`src/core/serial_tx_pkg.sv`:
```
// Purpose: Shared constants and types of the asynchronous serial port.
// Assumes: Registers sit on a 3-bit word address of a plain strobe port.
// Notes:   Bit positions follow the control register layouts used by the core.
package serial_tx_pkg;

   localparam int ADDR_W = 3;
   localparam int DATA_W = 8;

   // Register word addresses
   localparam logic [ADDR_W-1:0] OFS_RX_CTRL   = 3'h0;
   localparam logic [ADDR_W-1:0] OFS_TX_HOLD   = 3'h1;
   localparam logic [ADDR_W-1:0] OFS_TX_CTRL   = 3'h2;
   localparam logic [ADDR_W-1:0] OFS_BAUD_CTRL = 3'h3;
   localparam logic [ADDR_W-1:0] OFS_DIV_HIGH  = 3'h4;
   localparam logic [ADDR_W-1:0] OFS_DIV_LOW   = 3'h5;
   localparam logic [ADDR_W-1:0] OFS_RX_READ   = 3'h6;
   localparam logic [ADDR_W-1:0] OFS_INT_EN    = 3'h7;

   // receive_status_control fields
   localparam int RC_SERIAL_PORT_ENABLE  = 7;
   localparam int RC_RX9   = 6;
   localparam int RC_CONTINUOUS_RECEIVE_ENABLE  = 4;
   localparam int RC_FERR  = 2;
   localparam int RC_OERR  = 1;
   localparam int RC_RX9D  = 0;
   localparam logic [7:0] RC_WMASK = 8'hf8;

   // transmit_status_control fields
   localparam int TC_TX9   = 6;
   localparam int TC_TRANSMIT_ENABLE_BIT  = 5;
   localparam int TC_SYNC  = 4;
   localparam int TC_HIGH_BAUD_SELECT  = 2;
   localparam int TC_SHIFT_EMPTY_STATUS  = 1;
   localparam int TC_TRANSMIT_NINTH_BIT  = 0;
   localparam logic [7:0] TC_WMASK = 8'hfd;

   // baud_control fields
   localparam int BC_RCIDL = 6;
   localparam int BC_DTRXP = 5;
   localparam int BC_TRANSMIT_POLARITY_INVERT = 4;
   localparam int BC_WIDE_DIVIDER_SELECT = 3;
   localparam logic [7:0] BC_WMASK = 8'h3b;

   // Interrupt enable register fields
   localparam int IE_GIE   = 7;
   localparam int IE_PERIPHERAL_INTERRUPT_ENABLE  = 6;
   localparam int IE_RCIE  = 5;
   localparam int IE_TRANSMIT_INTERRUPT_ENABLE  = 4;
   localparam logic [7:0] IE_WMASK = 8'hf0;

   // Reset values
   localparam logic [7:0] RST_RX_CTRL   = 8'h00;
   localparam logic [7:0] RST_TX_CTRL   = 8'h00;
   localparam logic [7:0] RST_BAUD_CTRL = 8'h00;
   localparam logic [7:0] RST_DIV       = 8'h00;
   localparam logic [7:0] RST_INT_EN    = 8'h00;

   // Timing: clocks per oversample tick is PRESC_x * (divisor + 1)
   localparam logic [2:0] PRESC_SLOW   = 3'h4;
   localparam logic [2:0] PRESC_FAST   = 3'h1;
   localparam logic [3:0] TICKS_LAST   = 4'hf;
   localparam logic [3:0] RX_VOTE_TICK = 4'h8;
   localparam logic [3:0] FRAME_BITS8  = 4'ha;
   localparam logic [3:0] FRAME_BITS9  = 4'hb;
   localparam logic [3:0] DATA_BITS8   = 4'h8;
   localparam logic [3:0] DATA_BITS9   = 4'h9;
   localparam logic [1:0] FIFO_DEPTH   = 2'h2;

   typedef enum logic {
      TX_IDLE  = 1'b0,
      TX_SHIFT = 1'b1
   } tx_state_t;

   typedef enum logic [1:0] {
      RX_IDLE  = 2'b00,
      RX_START = 2'b01,
      RX_DATA  = 2'b10,
      RX_STOP  = 2'b11
   } rx_state_t;

endpackage

```
`src/core/serial_port.sv`:
```
// Purpose: Asynchronous serial transmitter with the front end of its receiver.
// Assumes: clk_i is the system clock; pin inputs are asynchronous to it.
// Notes:   All state lives in one packed struct updated by a single flop process.
`timescale 1ns/1ps

module serial_port
   import serial_tx_pkg::*;
(
   input  wire logic                             clk_i,
   input  wire logic                             rstn_i,
   input  wire logic [serial_tx_pkg::ADDR_W-1:0] addr_i,
   input  wire logic [serial_tx_pkg::DATA_W-1:0] wdata_i,
   input  wire logic                             we_i,
   input  wire logic                             re_i,
   output logic      [serial_tx_pkg::DATA_W-1:0] rdata_o,
   output logic                                  tx_pin_o,
   output logic                                  tx_pin_oe_o,
   input  wire logic                             tx_latch_i,
   input  wire logic                             tx_dir_i,
   input  wire logic                             rx_pin_i,
   output logic                                  rx_pin_o,
   output logic                                  rx_pin_oe_o,
   input  wire logic                             rx_latch_i,
   input  wire logic                             rx_dir_i,
   output logic                                  tx_flag_o,
   output logic                                  rx_flag_o,
   output logic                                  tx_irq_o,
   output logic                                  rx_irq_o
);
   import serial_tx_pkg::*;

   typedef struct packed {
      logic [7:0]       rx_ctrl;
      logic [7:0]       tx_ctrl;
      logic [7:0]       baud_ctrl;
      logic [7:0]       div_high;
      logic [7:0]       div_low;
      logic [7:0]       int_en;
      logic [8:0]       hold;
      logic             hold_full;
      logic             transmit_buffer_empty_flag;
      tx_state_t        tx_st;
      logic [10:0]      frame;
      logic [3:0]       tx_bits;
      logic [22:0]      tx_cnt;
      logic [18:0]      pre_cnt;
      logic             rx_s1;
      logic             rx_s2;
      rx_state_t        rx_st;
      logic [3:0]       rx_tick;
      logic [3:0]       rx_bits;
      logic [1:0]       votes;
      logic [8:0]       receive_shift_register;
      logic [1:0][9:0]  fifo;
      logic             head;
      logic [1:0]       fcount;
      logic             oerr;
      logic [7:0]       rdata;
   } state_t;

   state_t q;
   state_t d;
   // Every register of the block sits in q and d is its next value; one flop
   // process keeps reset and clocking uniform across transmit and receive

   // Clocks per oversample tick; the slow prescale applies only in narrow low-rate mode
   // The product fits 17 bits: the slow prescale only ever meets the 8-bit divisor
   function automatic logic [18:0] tick_cycles(input logic [7:0] bctl,
                                               input logic [7:0] tctl,
                                               input logic [7:0] hi,
                                               input logic [7:0] lo);
      logic [16:0] div;
      logic [2:0]  presc;
      div   = bctl[BC_WIDE_DIVIDER_SELECT] ? {1'b0, hi, lo} : {9'h000, lo};
      div   = div + 17'h00001;
      presc = (!bctl[BC_WIDE_DIVIDER_SELECT] && !tctl[TC_HIGH_BAUD_SELECT]) ? PRESC_SLOW : PRESC_FAST;
      return 19'(div * presc);
   endfunction

   // Two-of-three majority of the samples taken around bit centre
   function automatic logic maj3(input logic [1:0] v, input logic s);
      return (v[0] & v[1]) | (v[0] & s) | (v[1] & s);
   endfunction

   // Decoded enables and single-cycle strobes, recomputed from q every cycle
   logic        serial_port_enable;
   logic        tx_on;
   logic        rx_on;
   logic        tick;
   logic        rx_line;
   logic        frame_done;
   logic        pop;
   logic        push;
   logic        bit_s;
   logic [22:0] bit_len;
   logic [18:0] tick_len;
   logic [8:0]  rx_word;
   logic        wr_idx;

   always_comb begin
      d          = q;
      serial_port_enable       = q.rx_ctrl[RC_SERIAL_PORT_ENABLE];
      tx_on      = q.tx_ctrl[TC_TRANSMIT_ENABLE_BIT] & ~q.tx_ctrl[TC_SYNC] & serial_port_enable;
      // receive gating
      // An overrun holds the receiver off until the receive enable or the port enable is cleared
      rx_on      = q.rx_ctrl[RC_CONTINUOUS_RECEIVE_ENABLE] & ~q.tx_ctrl[TC_SYNC] & serial_port_enable & ~q.oerr;
      tick_len   = tick_cycles(q.baud_ctrl, q.tx_ctrl, q.div_high, q.div_low);
      // one baud period
      // Sixteen oversample ticks per bit, the same span the receiver counts
      bit_len    = {tick_len, 4'h0};
      tick       = (q.pre_cnt == tick_len - 19'h00001);
      rx_line    = q.rx_s2 ^ q.baud_ctrl[BC_DTRXP];
      frame_done = 1'b0;
      pop        = 1'b0;
      push       = 1'b0;
      bit_s      = 1'b0;
      rx_word    = 9'h000;
      wr_idx     = 1'b0;

      // Register writes; read-only status bits are masked out
      // A holding write is always taken here; the abort below drops it again
      // while the transmitter is off
      if (we_i) begin
         case (addr_i)
            OFS_RX_CTRL:   d.rx_ctrl = wdata_i & RC_WMASK;
            OFS_TX_CTRL:   d.tx_ctrl = wdata_i & TC_WMASK;
            OFS_BAUD_CTRL: d.baud_ctrl = wdata_i & BC_WMASK;
            OFS_DIV_HIGH:  d.div_high = wdata_i;
            OFS_DIV_LOW:   d.div_low = wdata_i;
            OFS_INT_EN:    d.int_en = wdata_i & IE_WMASK;
            OFS_TX_HOLD: begin
               d.hold      = {q.tx_ctrl[TC_TRANSMIT_NINTH_BIT], wdata_i};
               d.hold_full = 1'b1;
            end
            default: ;
         endcase
      end

      // Transmit shifter
      // The frame shifts right with mark fill, so frame[0] is the bit on the line
      // and the line falls back to mark by itself after the stop bit
      if (q.tx_st == TX_SHIFT) begin
         if (q.tx_cnt == bit_len - 23'h000001) begin
            d.tx_cnt  = 23'h000000;
            d.frame   = {1'b1, q.frame[10:1]};
            d.tx_bits = q.tx_bits - 4'h1;
            if (q.tx_bits == 4'h1) begin
               frame_done = 1'b1;
               d.tx_st    = TX_IDLE;
            end
         end else begin
            d.tx_cnt = q.tx_cnt + 23'h000001;
         end
      end

      // queued load right after stop bit
      // Testing d.hold_full lets a write to an idle shifter load at its own edge,
      // so the start bit reaches the line one cycle after the write
      if (tx_on && d.hold_full && (q.tx_st == TX_IDLE || frame_done)) begin
         d.hold_full = 1'b0;
         d.tx_st     = TX_SHIFT;
         d.tx_cnt    = 23'h000000;
         if (q.tx_ctrl[TC_TX9]) begin
            d.frame   = {1'b1, d.hold, 1'b0};
            d.tx_bits = FRAME_BITS9;
         end else begin
            d.frame   = {2'b11, d.hold[7:0], 1'b0};
            d.tx_bits = FRAME_BITS8;
         end
      end

      // abort on disable
      // The queued character goes too; software reloads after re-enabling
      if (!tx_on) begin
         d.tx_st     = TX_IDLE;
         d.frame     = '1;
         d.tx_cnt    = 23'h000000;
         d.tx_bits   = 4'h0;
         d.hold_full = 1'b0;
      end

      // one stage behind the write
      // Built from the registered holding state, which gives the one-cycle lag
      // after a holding write that software is told to expect
      d.transmit_buffer_empty_flag = tx_on & ~q.hold_full;

      // Receive oversample prescaler, free running while the port is on
      d.pre_cnt = tick ? 19'h00000 : q.pre_cnt + 19'h00001;
      // Two flops before any use; nothing but rx_s2 reads rx_s1
      d.rx_s1   = rx_pin_i;
      d.rx_s2   = q.rx_s1;

      case (q.rx_st)
         RX_IDLE: begin
            d.rx_tick = 4'h0;
            if (rx_on && !rx_line) begin
               d.rx_st = RX_START;
            end
         end
         RX_START: begin
            if (tick) begin
               d.rx_tick = q.rx_tick + 4'h1;
               // Half a bit in: a glitch aborts without error
               if (q.rx_tick == RX_VOTE_TICK - 4'h1) begin
                  d.rx_tick = 4'h0;
                  d.rx_bits = 4'h0;
                  d.rx_st   = rx_line ? RX_IDLE : RX_DATA;
               end
            end
         end
         RX_DATA, RX_STOP: begin
            if (tick) begin
               d.rx_tick = q.rx_tick + 4'h1;
               if (q.rx_tick == TICKS_LAST - 4'h2) begin
                  d.votes[0] = rx_line;
               end
               if (q.rx_tick == TICKS_LAST - 4'h1) begin
                  d.votes[1] = rx_line;
               end
               if (q.rx_tick == TICKS_LAST) begin
                  // Three-sample vote around bit centre rejects line noise
                  bit_s     = maj3(q.votes, rx_line);
                  d.rx_tick = 4'h0;
                  if (q.rx_st == RX_DATA) begin
                     d.receive_shift_register     = {bit_s, q.receive_shift_register[8:1]};
                     d.rx_bits = q.rx_bits + 4'h1;
                     if (q.rx_bits == (q.rx_ctrl[RC_RX9] ? DATA_BITS9 : DATA_BITS8) - 4'h1) begin
                        d.rx_st = RX_STOP;
                     end
                  end else begin
                     push    = 1'b1;
                     d.rx_st = RX_IDLE;
                  end
               end
            end
         end
         default: d.rx_st = RX_IDLE;
      endcase

      // Register reads; reading the receive register pops the FIFO
      // Shift-empty and receiver idle are live state, not stored bits
      if (re_i) begin
         case (addr_i)
            OFS_RX_CTRL:   d.rdata = {q.rx_ctrl[7:3], q.fifo[q.head][9] & (q.fcount != 2'h0),
                                      q.oerr, q.fifo[q.head][8] & (q.fcount != 2'h0)};
            OFS_TX_CTRL: begin
               d.rdata          = q.tx_ctrl;
               d.rdata[TC_SHIFT_EMPTY_STATUS] = (q.tx_st == TX_IDLE);
            end
            OFS_BAUD_CTRL: begin
               d.rdata           = q.baud_ctrl;
               d.rdata[BC_RCIDL] = (q.rx_st == RX_IDLE);
            end
            OFS_DIV_HIGH:  d.rdata = q.div_high;
            OFS_DIV_LOW:   d.rdata = q.div_low;
            OFS_INT_EN:    d.rdata = q.int_en;
            OFS_RX_READ: begin
               d.rdata = q.fifo[q.head][7:0];
               pop     = (q.fcount != 2'h0);
            end
            default:       d.rdata = 8'h00;
         endcase
      end

      // two-entry receive FIFO
      // A pop and a push in one cycle work from the post-pop head and count
      // An overrun drops the third character whole; the receiver then stays
      // off until the receive enable or the port enable is cleared
      if (pop) begin
         d.head   = ~q.head;
         d.fcount = q.fcount - 2'h1;
      end
      if (push) begin
         rx_word = q.rx_ctrl[RC_RX9] ? d.receive_shift_register : {1'b0, d.receive_shift_register[8:1]};
         if (d.fcount == FIFO_DEPTH) begin
            d.oerr = 1'b1;
         end else begin
            wr_idx          = d.head ^ d.fcount[0];
            d.fifo[wr_idx]  = {~bit_s, rx_word};
            d.fcount        = d.fcount + 2'h1;
         end
      end
      if (!q.rx_ctrl[RC_CONTINUOUS_RECEIVE_ENABLE]) begin
         d.oerr = 1'b0;
      end
      if (!rx_on && q.rx_st != RX_IDLE) begin
         d.rx_st = RX_IDLE;
      end

      // Port disable resets receive side, prescaler and error state
      // Characters still waiting in the FIFO are lost at that point
      if (!serial_port_enable) begin
         d.pre_cnt = 19'h00000;
         d.fcount  = 2'h0;
         d.head    = 1'b0;
         d.oerr    = 1'b0;
         d.fifo    = '0;
      end
   end

   always_ff @(posedge clk_i or negedge rstn_i) begin
      if (!rstn_i) begin
         q           <= '0;
         q.rx_ctrl   <= RST_RX_CTRL;
         q.tx_ctrl   <= RST_TX_CTRL;
         q.baud_ctrl <= RST_BAUD_CTRL;
         q.div_high  <= RST_DIV;
         q.div_low   <= RST_DIV;
         q.int_en    <= RST_INT_EN;
         q.tx_st     <= TX_IDLE;
         q.rx_st     <= RX_IDLE;
         q.frame     <= '1;
         // Synchroniser starts at mark so no false start follows reset
         q.rx_s1     <= 1'b1;
         q.rx_s2     <= 1'b1;
      end else begin
         q <= d;
      end
   end

   assign rdata_o     = q.rdata;
   // Pin outputs mix flops with the pin controls, so a port enable change
   // reaches the pin in the very next cycle
   // port drives transmit pin
   assign tx_pin_oe_o = serial_port_enable | ~tx_dir_i;
   assign tx_pin_o    = serial_port_enable ? ((q.tx_st == TX_SHIFT ? q.frame[0] : 1'b1) ^ q.baud_ctrl[BC_TRANSMIT_POLARITY_INVERT])
                             : tx_latch_i;
   assign rx_pin_oe_o = ~serial_port_enable & ~rx_dir_i;
   assign rx_pin_o    = rx_latch_i;
   assign tx_flag_o   = q.transmit_buffer_empty_flag;
   assign rx_flag_o   = q.rx_ctrl[RC_CONTINUOUS_RECEIVE_ENABLE] & serial_port_enable & (q.fcount != 2'h0);
   assign tx_irq_o    = q.transmit_buffer_empty_flag & q.int_en[IE_TRANSMIT_INTERRUPT_ENABLE] & q.int_en[IE_PERIPHERAL_INTERRUPT_ENABLE] & q.int_en[IE_GIE];
   assign rx_irq_o    = rx_flag_o & q.int_en[IE_RCIE] & q.int_en[IE_PERIPHERAL_INTERRUPT_ENABLE] & q.int_en[IE_GIE];

endmodule

```
`config.mk`:
```
export PLATFORM = sky130hd
export DESIGN_NAME = serial_port
export DESIGN_NICKNAME = d
export VERILOG_FILES = /design/src/core/serial_tx_pkg.sv /design/src/core/serial_port.sv
export SDC_FILE = /design/constraint.sdc
export NUM_CORES = 1
export LEC_CHECK = 0
export BUFFER_PORTS_ARGS = -buffer_cell sky130_fd_sc_hd__buf_2
export CORE_UTILIZATION = 63
export DETAILED_ROUTE_END_ITERATION = 10
export GPL_TIMING_DRIVEN = 0
export MAX_ROUTING_LAYER = met4
export PLACE_DENSITY_LB_ADDON = 0.12
export SLEW_MARGIN = 0
export SYNTH_ARGS = -nofsm -noshare
export SYNTH_HDL_FRONTEND = slang
export SYNTH_SLANG_ARGS = --single-unit
```
`constraint.sdc`:
```
create_clock -name clk_i -period 6.1 [get_ports clk_i]
set_input_delay 1.22 -clock clk_i [delete_from_list [all_inputs] [get_ports clk_i]]
set_output_delay 1.22 -clock clk_i [all_outputs]
set_load 0.02 [all_outputs]
```
Word-level counts from Yosys, hierarchy flattened
Index checks and enable logic that the tools add are counted.
{"block": "op_classes", "n_lt_le_gt_ge": 3, "mux": 62, "eq_ne": 36, "n_reduce_logical": 31, "n_mul": 1, "bitwise": 35, "addsub": 11}
{"cell": "two-way mux 39 bit", "count": 3}
{"cell": "two-way mux 10 bit", "count": 8}
{"cell": "case mux 8 bit (7 select lines)", "count": 1}
{"cell": "two-way mux 20 bit", "count": 2}
{"cell": "two-way mux 19 bit", "count": 2}
{"cell": "two-way mux 9 bit", "count": 4}
{"cell": "two-way mux 16 bit", "count": 2}
{"cell": "two-way mux 24 bit", "count": 1}
{"cell": "adder 23 x 1 -> 23 bit, second input constant", "count": 1}
{"cell": "equality test 23 bit", "count": 1}
{"cell": "two-way mux 23 bit", "count": 1}
{"cell": "subtractor 23 x 1 -> 23 bit, second input constant", "count": 1}
{"cell": "two-way mux 1 bit", "count": 22}
{"cell": "two-way mux 21 bit", "count": 1}
{"cell": "bitwise AND 1 bit", "count": 20}
{"cell": "bitwise mux 20 bit", "count": 1}
{"cell": "AND reduction 2 bit", "count": 10}
{"cell": "adder 19 x 1 -> 19 bit, second input constant", "count": 1}
{"cell": "equality test 19 bit", "count": 1}
{"cell": "multiplier 17 x 3 -> 19 bit", "count": 1}
{"cell": "subtractor 19 x 1 -> 19 bit, second input constant", "count": 1}
{"cell": "case mux 6 bit (3 select lines)", "count": 1}
{"cell": "adder 16 x 1 -> 17 bit, second input constant", "count": 1}
{"cell": "two-way mux 14 bit", "count": 1}
{"cell": "38 further kinds", "count": 91}
{"block": "word_totals", "wordCells": 207, "regBits": 161, "out_inout_bits": 16}

Depth between registers and ports, before layout
Gate-level depths: netlist of run 1.
{"block": "logic_depth", "depth_word": 13, "ltp_mapped": 24}

Least setup slack after synthesis of run 1
Ideal clock, no wire load.
{"block": "synth_timing", "path_type": "register to register", "start": "reg q[132] in the netlist's numbering", "end": "reg q[20] in the netlist's numbering", "required_time_ps": 6020, "setup_ps": 80, "path_stages_with_launch": 22, "slack_ps": 1062, "arrival_ps": 4957, "synth_period_minus_slack_ps": 5038, "path_buffers": 1, "cell_sequence": "dfrtp_1 ha_1 nand3_1 nor2_1 nand3_1 nor3_1 nand2_1 xnor2_1 and2_1 ha_1 inv_1 nand2b_1 o211a_1 or4_1 nor4_2 xnor3_1 nand3b_1 a2111o_1 buf_2 mux2_2 or3b_1 a21oi_1"}
{"element": "start: declaration", "line_no": "serial_port.sv:61", "text": "state_t q;"}

==> reports/metrics.cfg, run 1 <==
[outcome]
status=finished clean

[sta]
slew_viol_final=0
fin_worst_skew_ns=0.0156
rsz0062_at_grt=no
setup-violations-final=0
hold_ws_ns=0.359
fmax_mhz=172
worst_pin_slew_ns=1.33
maxSlewHeadroom_pct=10.8
period_needed_ns=5.81
tns_ns=0
hold_viol_final=0
period_share_pct=95.2

[die]
die_area_mm2=0.0173
pin_count=36
die_w_um=132
fp-row-count=46
start_util_pct=65.6
die_y_um=132
core_region_area_mm2=0.0161

[layout]
drive_gt1_share_pct=16.7
utilization_pct=73.2
nNetsFinal=1235
area_delta_synth_final_pct=11.5
final_common_cell=dfrtp_1
layout_common_cells=147 x dfrtp_1, 94 x nor2_1, 86 x nand2_1
fin_cells=1411
n_antenna_cell=0

[clock_network]
cts-buffers-inserted=17
clk_pin_slew_ns=0.07
ctsHtreeMaxLevel=4
cts_tree=yes
cts.sinks=161
cts_buffer_depth=2
clock_latency_ns=0.44
cts_root_buffer=clkbuf_16
postCtsHoldBufs=0

[worst_setup_path]
max_stage_delay_ns=0.55
end_kind=flip-flop
worstSetupPathType=flip-flop to flip-flop
critPathArrivalTime_ns=6.16
slowest_stage=or4_1
path_cells=ha_1 -> nand3_1 -> nor2_2 -> nand3_1 -> nor3_2 -> nand2_1 -> xnor2_1 -> and2_1 -> ha_1 -> inv_1 -> nand2b_1 -> o211a_1 -> or4_1 -> nor4_2 -> xnor3_1 -> nand3b_1 -> a2111o_1 -> buf_2 -> mux2_2 -> or3b_1 -> a21oi_1
crit_path_max_fanout=10
path_buf_inv=2
critPathRequiredTime_ns=6.45
cp.depth=21
start_kind=flip-flop
r2r_cells=21
crit_family=simple AND/OR/NAND/NOR gates

[yosys]
avgSynthCellArea_um2=9.49
synth_cell_types=92
ys_warn_count=0
syn-instance-count=1114
synth_flop_cell=dfrtp_1
async_reset_ff_share_pct=100
synth-seq-cells=161
yosysSeqAreaShare_pct=38.3
syn_area_mm2=0.0106
synth_edf_count=0

[global_route]
track_usage_pct=32.2
first_global_vias=8672
grt_pass1_wl_mm=43.1
grt_max_degree=126
gr-total-overflow=0
antenna_found_initial=0

[routing]
detail_route.vias_per_cell=6.13
post_drt_wl_per_cell_um=18.3
num_vias=8654
dr.pass1.iters=5
drc_errors=0
ant_nets=0
wirelength_mm=25.8
drt_iter0_markers=637

[power_and_ir_drop]
p_comb_share_pct=35.3
vdd_drop_max_mv=0.249
swShare_pct=37.8
pwr-share-clk_pct=31.1
internal_power_mw=2.30
powerDensity_mw_per_mm2=314
p_switching_mw=1.40
share_seq_of_total_power_pct=33.5
power.leakage_nw=5.00

[worst_hold_path]
min_path_cells=0
min_path_type=flip-flop to flip-flop

[placement]
io_buffers=32
placed_cells=1379
place_congestion=0.965
dp_hpwl_mm=18.6

[flow_run]
drv_cap=0

-- routing by layer --
layer	global-route usage (%)	vias to the layer above	wire length, um
li1	-	4142	-
met1	38.6	4155	10600
met2	53.8	270	12900
met3	5.13	87	1270
met4	13.6	0	1000
met5	-	-	0
-- Yosys cell counts (all sizes together) (8+ instances only) --
| cell | instances | area (um2) |
|---|---|---|
| o211ai | 10 | 75.1 |
| nand4 | 15 | 109 |
| xor2 | 25 | 219 |
| nand2 | 86 | 323 |
| or3 | 8 | 50.1 |
| a21o | 12 | 90.1 |
| nor3 | 22 | 121 |
| nor2b | 11 | 68.8 |
| o21ai | 82 | 410 |
| nor2 | 95 | 357 |
| dfrtp | 148 | 3700 |
| and3 | 29 | 186 |
| dfstp | 13 | 342 |
| a31oi | 9 | 62.6 |
| and2 | 8 | 50.1 |
| buf | 23 | 144 |
| xnor2 | 50 | 445 |
| a2bb2oi | 8 | 120 |
| mux2i | 38 | 380 |
| clkbuf | 36 | 135 |
| a21oi | 48 | 244 |
| ha | 32 | 400 |
| xnor3 | 9 | 203 |
| inv | 37 | 139 |
| mux2 | 58 | 653 |
| a211oi | 10 | 75.1 |
| nand2b | 19 | 119 |
| o22ai | 14 | 87.6 |
| nand3 | 53 | 270 |
-- state kept, by name (all words and copies together), names as in the netlist --
signal     cells
d              1
q            151
rdata_o        8
tx_flag_o      1
-- logic make-up after synthesis --
family	count (synthesis)	synth area share, %
other	1	0.0355
flip-flops	161	38.3
adder cells (fa/ha/maj)	34	4.07
XOR/XNOR	84	8.20
buffers and inverters	98	4.02
multiplexers	98	10.2
AO/OA/AOI/OAI	253	16.6
AND/OR/NAND/NOR	385	18.6
-- power groups by stage --
| stage | registers (mW) | logic [mW] | clock network [mW] |
|---|---|---|---|
| 6_report | 1.24 | 1.31 | 1.15 |
| 3_3_place_gp | 1.25 | 1.24 | 0 |
| 2_1_floorplan | 1.22 | 1.03 | 0 |
| 4_1_cts | 1.24 | 1.28 | 1.16 |
| 5_1_grt | 1.25 | 1.45 | 1.21 |
| 3_5_place_dp | 1.26 | 1.26 | 0 |
-- final timing paths --
| kind | startpoint | end | slack (ns) |
|---|---|---|---|
| hold reg to reg | d[53] | q[53] | 0.36 |
| setup / recovery | q[132] | q[20] | 0.29 |
| max in group asynchronous | rstn_i | q[42] | 4.55 |
| min in group asynchronous | rstn_i | q[67] | 0.66 |
| hold / removal | d[53] | q[53] | 0.36 |
| setup reg to reg | q[132] | q[20] | 0.29 |
-- layout make-up --
class                      instances  area [um2]
sequential                       161        4050
multi-input combinational        871        6190
buffer                            57         275
clock buffer                      17         425
inverter                          39         146
fill                            1209        4330
clock inverter                    15         225
timing repair buffer              35         213
tap                              216         270
-- metrics by stage --
stage | instance area, um2 | setup slack, ns | total power [mW]
6_report | 11800 | 0.293 | 3.71
5_1_grt | 11800 | 0.0110 | 3.91
4_1_cts | 11800 | 0.0386 | 3.68
3_5_place_dp | 11100 | -0.226 | 2.52
3_3_place_gp | 11100 | -0.185 | 2.50
2_1_floorplan | 10600 | 1.06 | 2.25
-- timing repair --
| item | in CTS | in global routing |
|---|---|---|
| setup buffers | 0 | 2 |
| resized for setup | 2 | 10 |
| endpoints found under the setup margin | 31 | 56 |
| gates cloned | 0 | 0 |
| pin swaps | 0 | 2 |
Power figures use the tool's default switching activity.
==> inputs of run 2 (changes only) <==
- ABC_AREA: default -> 1
- CORE_UTILIZATION: 63 -> 60
==> run 2 against run 1 <==
  * The flow now finishes with violations (DRC)
  * Highest routed layer unchanged
  * Clock skew increased by 0.0059 ns
  * Final cell count increased by 39%
  * Register-to-register slack improved by 0.73 ns
  * Maximum frequency increased by 14%
  * Die area increased by 12%
  * Critical path type unchanged
  * Total power increased by 0.19%
  * Sequential share of layout area decreased by 1.9 points
  * Combinational power about the same
  * Setup slack improved by 0.73 ns
  * Sequential power about the same
==> reports/metrics.cfg, run 2 <==
[worst_setup_path]
slowest_stage=dfrtp_1
max_stage_delay_ns=0.46  ; -0.09 ns
worstSetupPathType=flip-flop to flip-flop
crit_path_max_fanout=10  ; unchanged
end_kind=flip-flop
cp_common_cell=nand2_1
critPathRequiredTime_ns=6.43  ; -0.02 ns
critPathArrivalTime_ns=5.41  ; -0.75 ns
start_kind=flip-flop

[yosys]
ys_warn_count=0  ; unchanged
synth_top_area_share_pct=32.8  ; -2.2 points
synth_flop_cell=dfrtp_1
yosysMostFrequentCell=nand2_1
synth_area_leaders=dfrtp_1 33%, nand2_1 17%, nand3_1 8.3%
syn_area_mm2=0.0113  ; +6.7%
synth_cell_types=55  ; -40%
synth_top_cell_by_area=dfrtp_1
syn-instance-count=1657  ; +49%
synthTopCellsByCount=524 x nand2_1, 206 x inv_1, 187 x nand3_1
yosysSeqAreaShare_pct=35.9  ; -2.4 points
async_reset_ff_share_pct=100  ; unchanged
avgSynthCellArea_um2=6.81  ; -28%
synth_edf_count=0  ; unchanged
synth-seq-cells=161  ; unchanged

[global_route]
track_usage_pct=34.0  ; +1.8 points
met1_usage_pct=43.7  ; +5.1 points
grt_pass1_wl_mm=50.2  ; +17%
grtUsageMet3_pct=4.66  ; -0.47 points
gr-total-overflow=0  ; unchanged
first_global_vias=10107  ; +17%
grt-busiest-layer=met2
met2_usage_pct=54.8  ; +0.99 points
antenna_found_initial=0  ; unchanged
grt_max_degree=110  ; -13%

[sta]
period_share_pct=83.3  ; -12 points
rsz0062_at_grt=no
period_needed_ns=5.08  ; -0.727 ns
slew_viol_final=0  ; unchanged
fin_worst_skew_ns=0.0215  ; +0.00589 ns
maxSlewHeadroom_pct=44.0  ; +33 points
setup-violations-final=0  ; unchanged
fmax_mhz=197  ; +14%
timing.final.ws_setup_ns=1.02  ; +0.727 ns
tns_ns=0  ; unchanged
worst_pin_slew_ns=0.832  ; -0.496 ns
hold_viol_final=0  ; unchanged

[clock_network]
ctsHtreeMaxLevel=4  ; unchanged
cts-buffers-inserted=17  ; unchanged
cts.sinks=161  ; unchanged
cts_root_buffer=clkbuf_16
clk_pin_slew_ns=0.07  ; about the same
cts_buffer_depth=2  ; unchanged
clock_latency_ns=0.45  ; about the same
postCtsHoldBufs=0  ; unchanged
cts_tree=yes
cts_resized=0  ; -2
post_cts_buffers=0  ; unchanged

[die]
die_w_um=139  ; +5.8%
pin_count=36  ; unchanged
fp-row-count=49  ; +6.5%
core_region_area_mm2=0.0182  ; +13%
die_area_mm2=0.0194  ; +12%
die_y_um=139  ; +5.8%
start_util_pct=62.0  ; -3.6 points

[flow_run]
drv_cap=0  ; unchanged

[layout]
nNetsFinal=1779  ; +44%
fillers=1631  ; +35%
stdcell_area_mm2=0.0125  ; +5.8%
n_antenna_cell=0  ; unchanged
largest-register=q
final_common_cell=nand2_1
utilization_pct=68.5  ; -4.7 points
largest_register_ffs=151  ; unchanged
area_delta_synth_final_pct=10.6
drive_gt1_share_pct=9.89  ; -6.8 points
layout_common_cells=524 x nand2_1, 206 x inv_1, 187 x nand3_1

[routing]
dr.pass1.iters=9  ; +4
num_vias=10977  ; +27%
detail_route.vias_per_cell=5.58  ; -9.1%
drc_errors=1  ; +1
wirelength_mm=30.4  ; +18%
ant_nets=0  ; unchanged
post_drt_wl_per_cell_um=15.4  ; -15%
drt_iter0_markers=993  ; +56%

[placement]
pre_cts_ws_ns=1.07  ; +1.29 ns
dp_hpwl_mm=23.1  ; +25%
dpl_cell_area_mm2=0.0118  ; +6.6%
place_congestion=0.954  ; -1.1%
io_buffers=33  ; +3.1%

[power_and_ir_drop]
vdd_drop_max_mv=0.270  ; +8.4%
power.leakage_nw=6.10  ; +22%
powerDensity_mw_per_mm2=298  ; -5.3%

[outcome]
failed_checks=DRC
status=finished, violations left

[worst_hold_path]
min_path_type=flip-flop to flip-flop

-- run 2: through the flow --
stage | power (mW) | hold slack (ns) | std cells
after floorplan | 2.23 | 0.345 | 1673
after global placement | 2.54 | 0.346 | 1935
after detailed placement | 2.56 | 0.349 | 1936
after CTS | 3.69 | 0.361 | 1968
after global routing | 3.95 | 0.365 | 1968
final | 3.71 | 0.359 | 1968
-- run 2: worst paths after layout --
check                           startpoint      to  slack [ns]  depth (start not counted)
worst max register to register      q[132]   q[97]        1.02                         28
min in group asynchronous           rstn_i  q[118]        0.70                          1
max in group asynchronous           rstn_i   d[53]        4.52                          2
worst min-delay path                 d[53]   q[53]        0.36                          0
worst max-delay path                q[132]   q[97]        1.02                         28
worst min register to register       d[53]   q[53]        0.36                          0
-- run 2: area by class of cell --
cell class / instances / area (um2) / share of cell area, %
Clock inverter: 15 / 216 / 1.74
Multi-Input combinational cell: 1262 / 6310 / 50.6
Clock buffer: 17 / 425 / 3.41
Tap cell: 229 / 287 / 2.30
Inverter: 215 / 807 / 6.47
Buffer: 35 / 178 / 1.42
Sequential cell: 161 / 4050 / 32.4
Timing Repair Buffer: 34 / 203 / 1.62
-- run 2: layer usage --
metal	vias to the layer above	routed length, um	share of wire [%]
met3	61	1780	5.8
met4	0	901	3.0
met1	5060	13300	44
li1	5486	-	-
met2	370	14400	47
met5	-	0	0
-- run 2: worst max-delay path: cells and delay by family, from the launching register on --
kind          cells  cell delay (ns)
xor+xnor          1             0.16
flops             1             0.46
simple gates     20             3.23
fa+ha+maj         2             0.57
buf+inv           5             0.54
-- run 2: report_power, final --
group          switching (mW)  internal (mW)
Combinational           0.926          0.406
Sequential             0.0793           1.18
Clock                   0.555          0.571
Total                    1.56           2.15
-- run 2: logic make-up after synthesis --
group                      after synthesis  synth area share (%)
AOI/OAI and AO/OA                      178                  8.93
and+or+nand+nor                        980                  38.4
xor gates and xnor gates                44                  3.42
DFF                                    161                  35.9
buffers and inverters                  250                  8.73
adders and majority gates               33                  3.73
muxes                                   10                 0.965
other                                    1                0.0332
==> inputs of run 3 (changes only) <==
- clock period: 6.1 -> 5.12 ns (I/O delays scaled with it)
==> run 3 against run 2 <==
  * The flow still finishes with violations (DRC)
  * Design area up 0.33%
  * Sequential cell count did not move
  * First-iteration DRC count up 2.2%
  * Via count up 0.56%
  * Routed wire length up 0.17%
  * Core utilization grew 0.23 points
  * Non-clock buffer count rose by 1
  * Sequential power increased by 19%
  * Clock-buffer cell count is the same
  * Critical path type unchanged
  * Largest power group unchanged
==> reports/metrics.cfg, run 3 (synthesis results as in run 2) <==
[worst_setup_path]
cp.depth=30  ; +7.1%
r2r_start=q[132]
critPathArrivalTime_ns=5.11  ; -0.30 ns
slowest_stage=dfrtp_2
critPathLaunch=q[132]
crit_family=simple AND/OR/NAND/NOR gates
crit_path_max_fanout=6  ; -4
path_buf_inv=5  ; unchanged
end_kind=flip-flop
start_kind=flip-flop
r2r_cells=30  ; +7.1%
max_stage_delay_ns=0.43  ; -0.03 ns
cp_common_cell=nand2_1
worstSetupPathType=flip-flop to flip-flop
critPathRequiredTime_ns=5.45  ; -0.98 ns

[power_and_ir_drop]
powerDensity_mw_per_mm2=354  ; +19%
p_switching_mw=1.87  ; +20%
power.leakage_nw=6.11  ; about the same
share_seq_of_total_power_pct=33.7  ; about the same
swShare_pct=42.1  ; +0.080 points
vdd_drop_max_mv=0.322  ; +19%
p_comb_share_pct=35.9  ; about the same
internal_power_mw=2.57  ; +19%
pwr-share-clk_pct=30.3  ; about the same
power_mw=4.43  ; +19%

[clock_network]
cts_root_buffer=clkbuf_16
postCtsHoldBufs=0  ; unchanged
cts.sinks=161  ; unchanged
clk_pin_slew_ns=0.07  ; about the same
cts-buffers-inserted=17  ; unchanged
cts_tree=yes
clock_latency_ns=0.45  ; about the same
ctsHtreeMaxLevel=4  ; unchanged
cts_buffer_depth=2  ; unchanged

[die]
die_area_mm2=0.0194  ; unchanged
core_region_area_mm2=0.0182  ; unchanged
die_w_um=139  ; unchanged
fp-row-count=49  ; unchanged
pin_count=36  ; unchanged
die_y_um=139  ; unchanged
start_util_pct=62.0  ; unchanged

[placement]
dp_hpwl_mm=23.1  ; unchanged
place_congestion=0.954  ; unchanged
io_buffers=33  ; unchanged
dpl_cell_area_mm2=0.0118  ; unchanged

[routing]
drt_iter0_markers=1015  ; +2.2%
post_drt_wl_per_cell_um=15.5  ; +0.12%
dr.pass1.iters=9  ; unchanged
drc_errors=1  ; unchanged
detail_route.vias_per_cell=5.61  ; +0.51%
ant_nets=0  ; unchanged
wirelength_mm=30.5  ; +0.17%
num_vias=11039  ; +0.56%

[sta]
hold_viol_final=0  ; unchanged
tns_ns=0  ; unchanged
period_needed_ns=4.78  ; -0.302 ns
rsz0062_at_grt=no
worst_pin_slew_ns=0.840  ; +0.00844 ns
fmax_mhz=209  ; +6.3%
slew_viol_final=0  ; unchanged
fin_worst_skew_ns=0.0247  ; +0.00325 ns
period_share_pct=93.3  ; +10 points
setup-violations-final=0  ; unchanged
maxSlewHeadroom_pct=43.5  ; -0.57 points

[worst_hold_path]
min_path_type=flip-flop to flip-flop
min_from=d[53]
min_path_cells=0  ; unchanged

[global_route]
track_usage_pct=34.0  ; unchanged
first_global_vias=10107  ; unchanged
gr-total-overflow=0  ; unchanged
antenna_found_initial=0  ; unchanged
grt_max_degree=110  ; unchanged
grt_pass1_wl_mm=50.2  ; unchanged

[outcome]
status=finished, violations left
failed_checks=DRC

[layout]
largest-register=q
stdcell_area_mm2=0.0125  ; +0.33%
drive_gt1_share_pct=10.5  ; +0.57 points
final_common_cell=nand2_1
n_antenna_cell=0  ; unchanged
layout_common_cells=521 x nand2_1, 206 x inv_1, 186 x nand3_1
area_delta_synth_final_pct=10.9
largest_register_ffs=151  ; unchanged
nNetsFinal=1780  ; +0.056%
utilization_pct=68.7  ; +0.23 points

[flow_run]
drv_cap=0  ; unchanged

==> run 3: changes by cell type in the layout (fill, tap and decap cells not counted), sizes merged <==
| cell | delta |
|---|---|
| buf | +1 |
==> run 3: power by group through the flow <==
| stage | clock (mW) | sequential [mW] | combinational, mW |
|---|---|---|---|
| 6_report | 1.34 | 1.50 | 1.59 |
| 5_1_grt | 1.41 | 1.51 | 1.80 |
| 4_1_cts | 1.35 | 1.49 | 1.54 |
| 3_5_place_dp | 0 | 1.51 | 1.53 |
| 3_3_place_gp | 0 | 1.51 | 1.51 |
| 2_1_floorplan | 0 | 1.49 | 1.17 |
==> run 3: final cells by class <==
| class | count | area (um2) |
|---|---|---|
| plain buffers | 35 | 178 |
| fillers | 1621 | 5690 |
| repair buffers | 35 | 210 |
| clock inverters | 15 | 216 |
| clock buffers | 17 | 425 |
| well taps | 229 | 287 |
| multi-input cells | 1262 | 6350 |
| flip-flops and latches | 161 | 4050 |
| inverters | 215 | 807 |
==> run 3: through the flow <==
step | instances | setup slack (ns) | hold WS [ns]
finish | 1969 | 0.342 | 0.359
global route | 1969 | 0.00252 | 0.365
CTS | 1968 | 0.0687 | 0.361
detailed placement | 1936 | 0.0868 | 0.349
global placement | 1935 | 0.176 | 0.346
floorplan | 1673 | 1.05 | 0.345
==> run 3: final timing paths <==
path / slack [ns] / to
worst max register to register: 0.34 / q[21]
max in group asynchronous: 3.72 / d[53]
worst min register to register: 0.36 / q[53]
min in group asynchronous: 0.50 / q[118]
worst max-delay path: 0.34 / q[21]
worst min-delay path: 0.36 / q[53]
==> run 3: worst reg2reg max path: cells and delay by family (launching register included) <==
family	cells	cell delay, ns
xor+xnor	1	0.16
fa+ha+maj	2	0.55
buf+inv	5	0.49
flops	1	0.43
simple gates	22	3.02
==> run 3: routing by layer <==
metal  global-route usage (%)  up-vias  share of wire, %
met3                     4.66       55               5.3
met2                     54.8      367                47
met4                     12.5        0               3.0
met1                     43.7     5131                44
met5                        -        -                 0
li1                         -     5486                 -
==> run 3: timing repair <==
| action | 4_1_cts | 5_1_grt |
|---|---|---|
| resized for setup | 0 | 10 |
| endpoints found under the setup margin | 0 | 96 |
| buffers inserted | 0 | 1 |
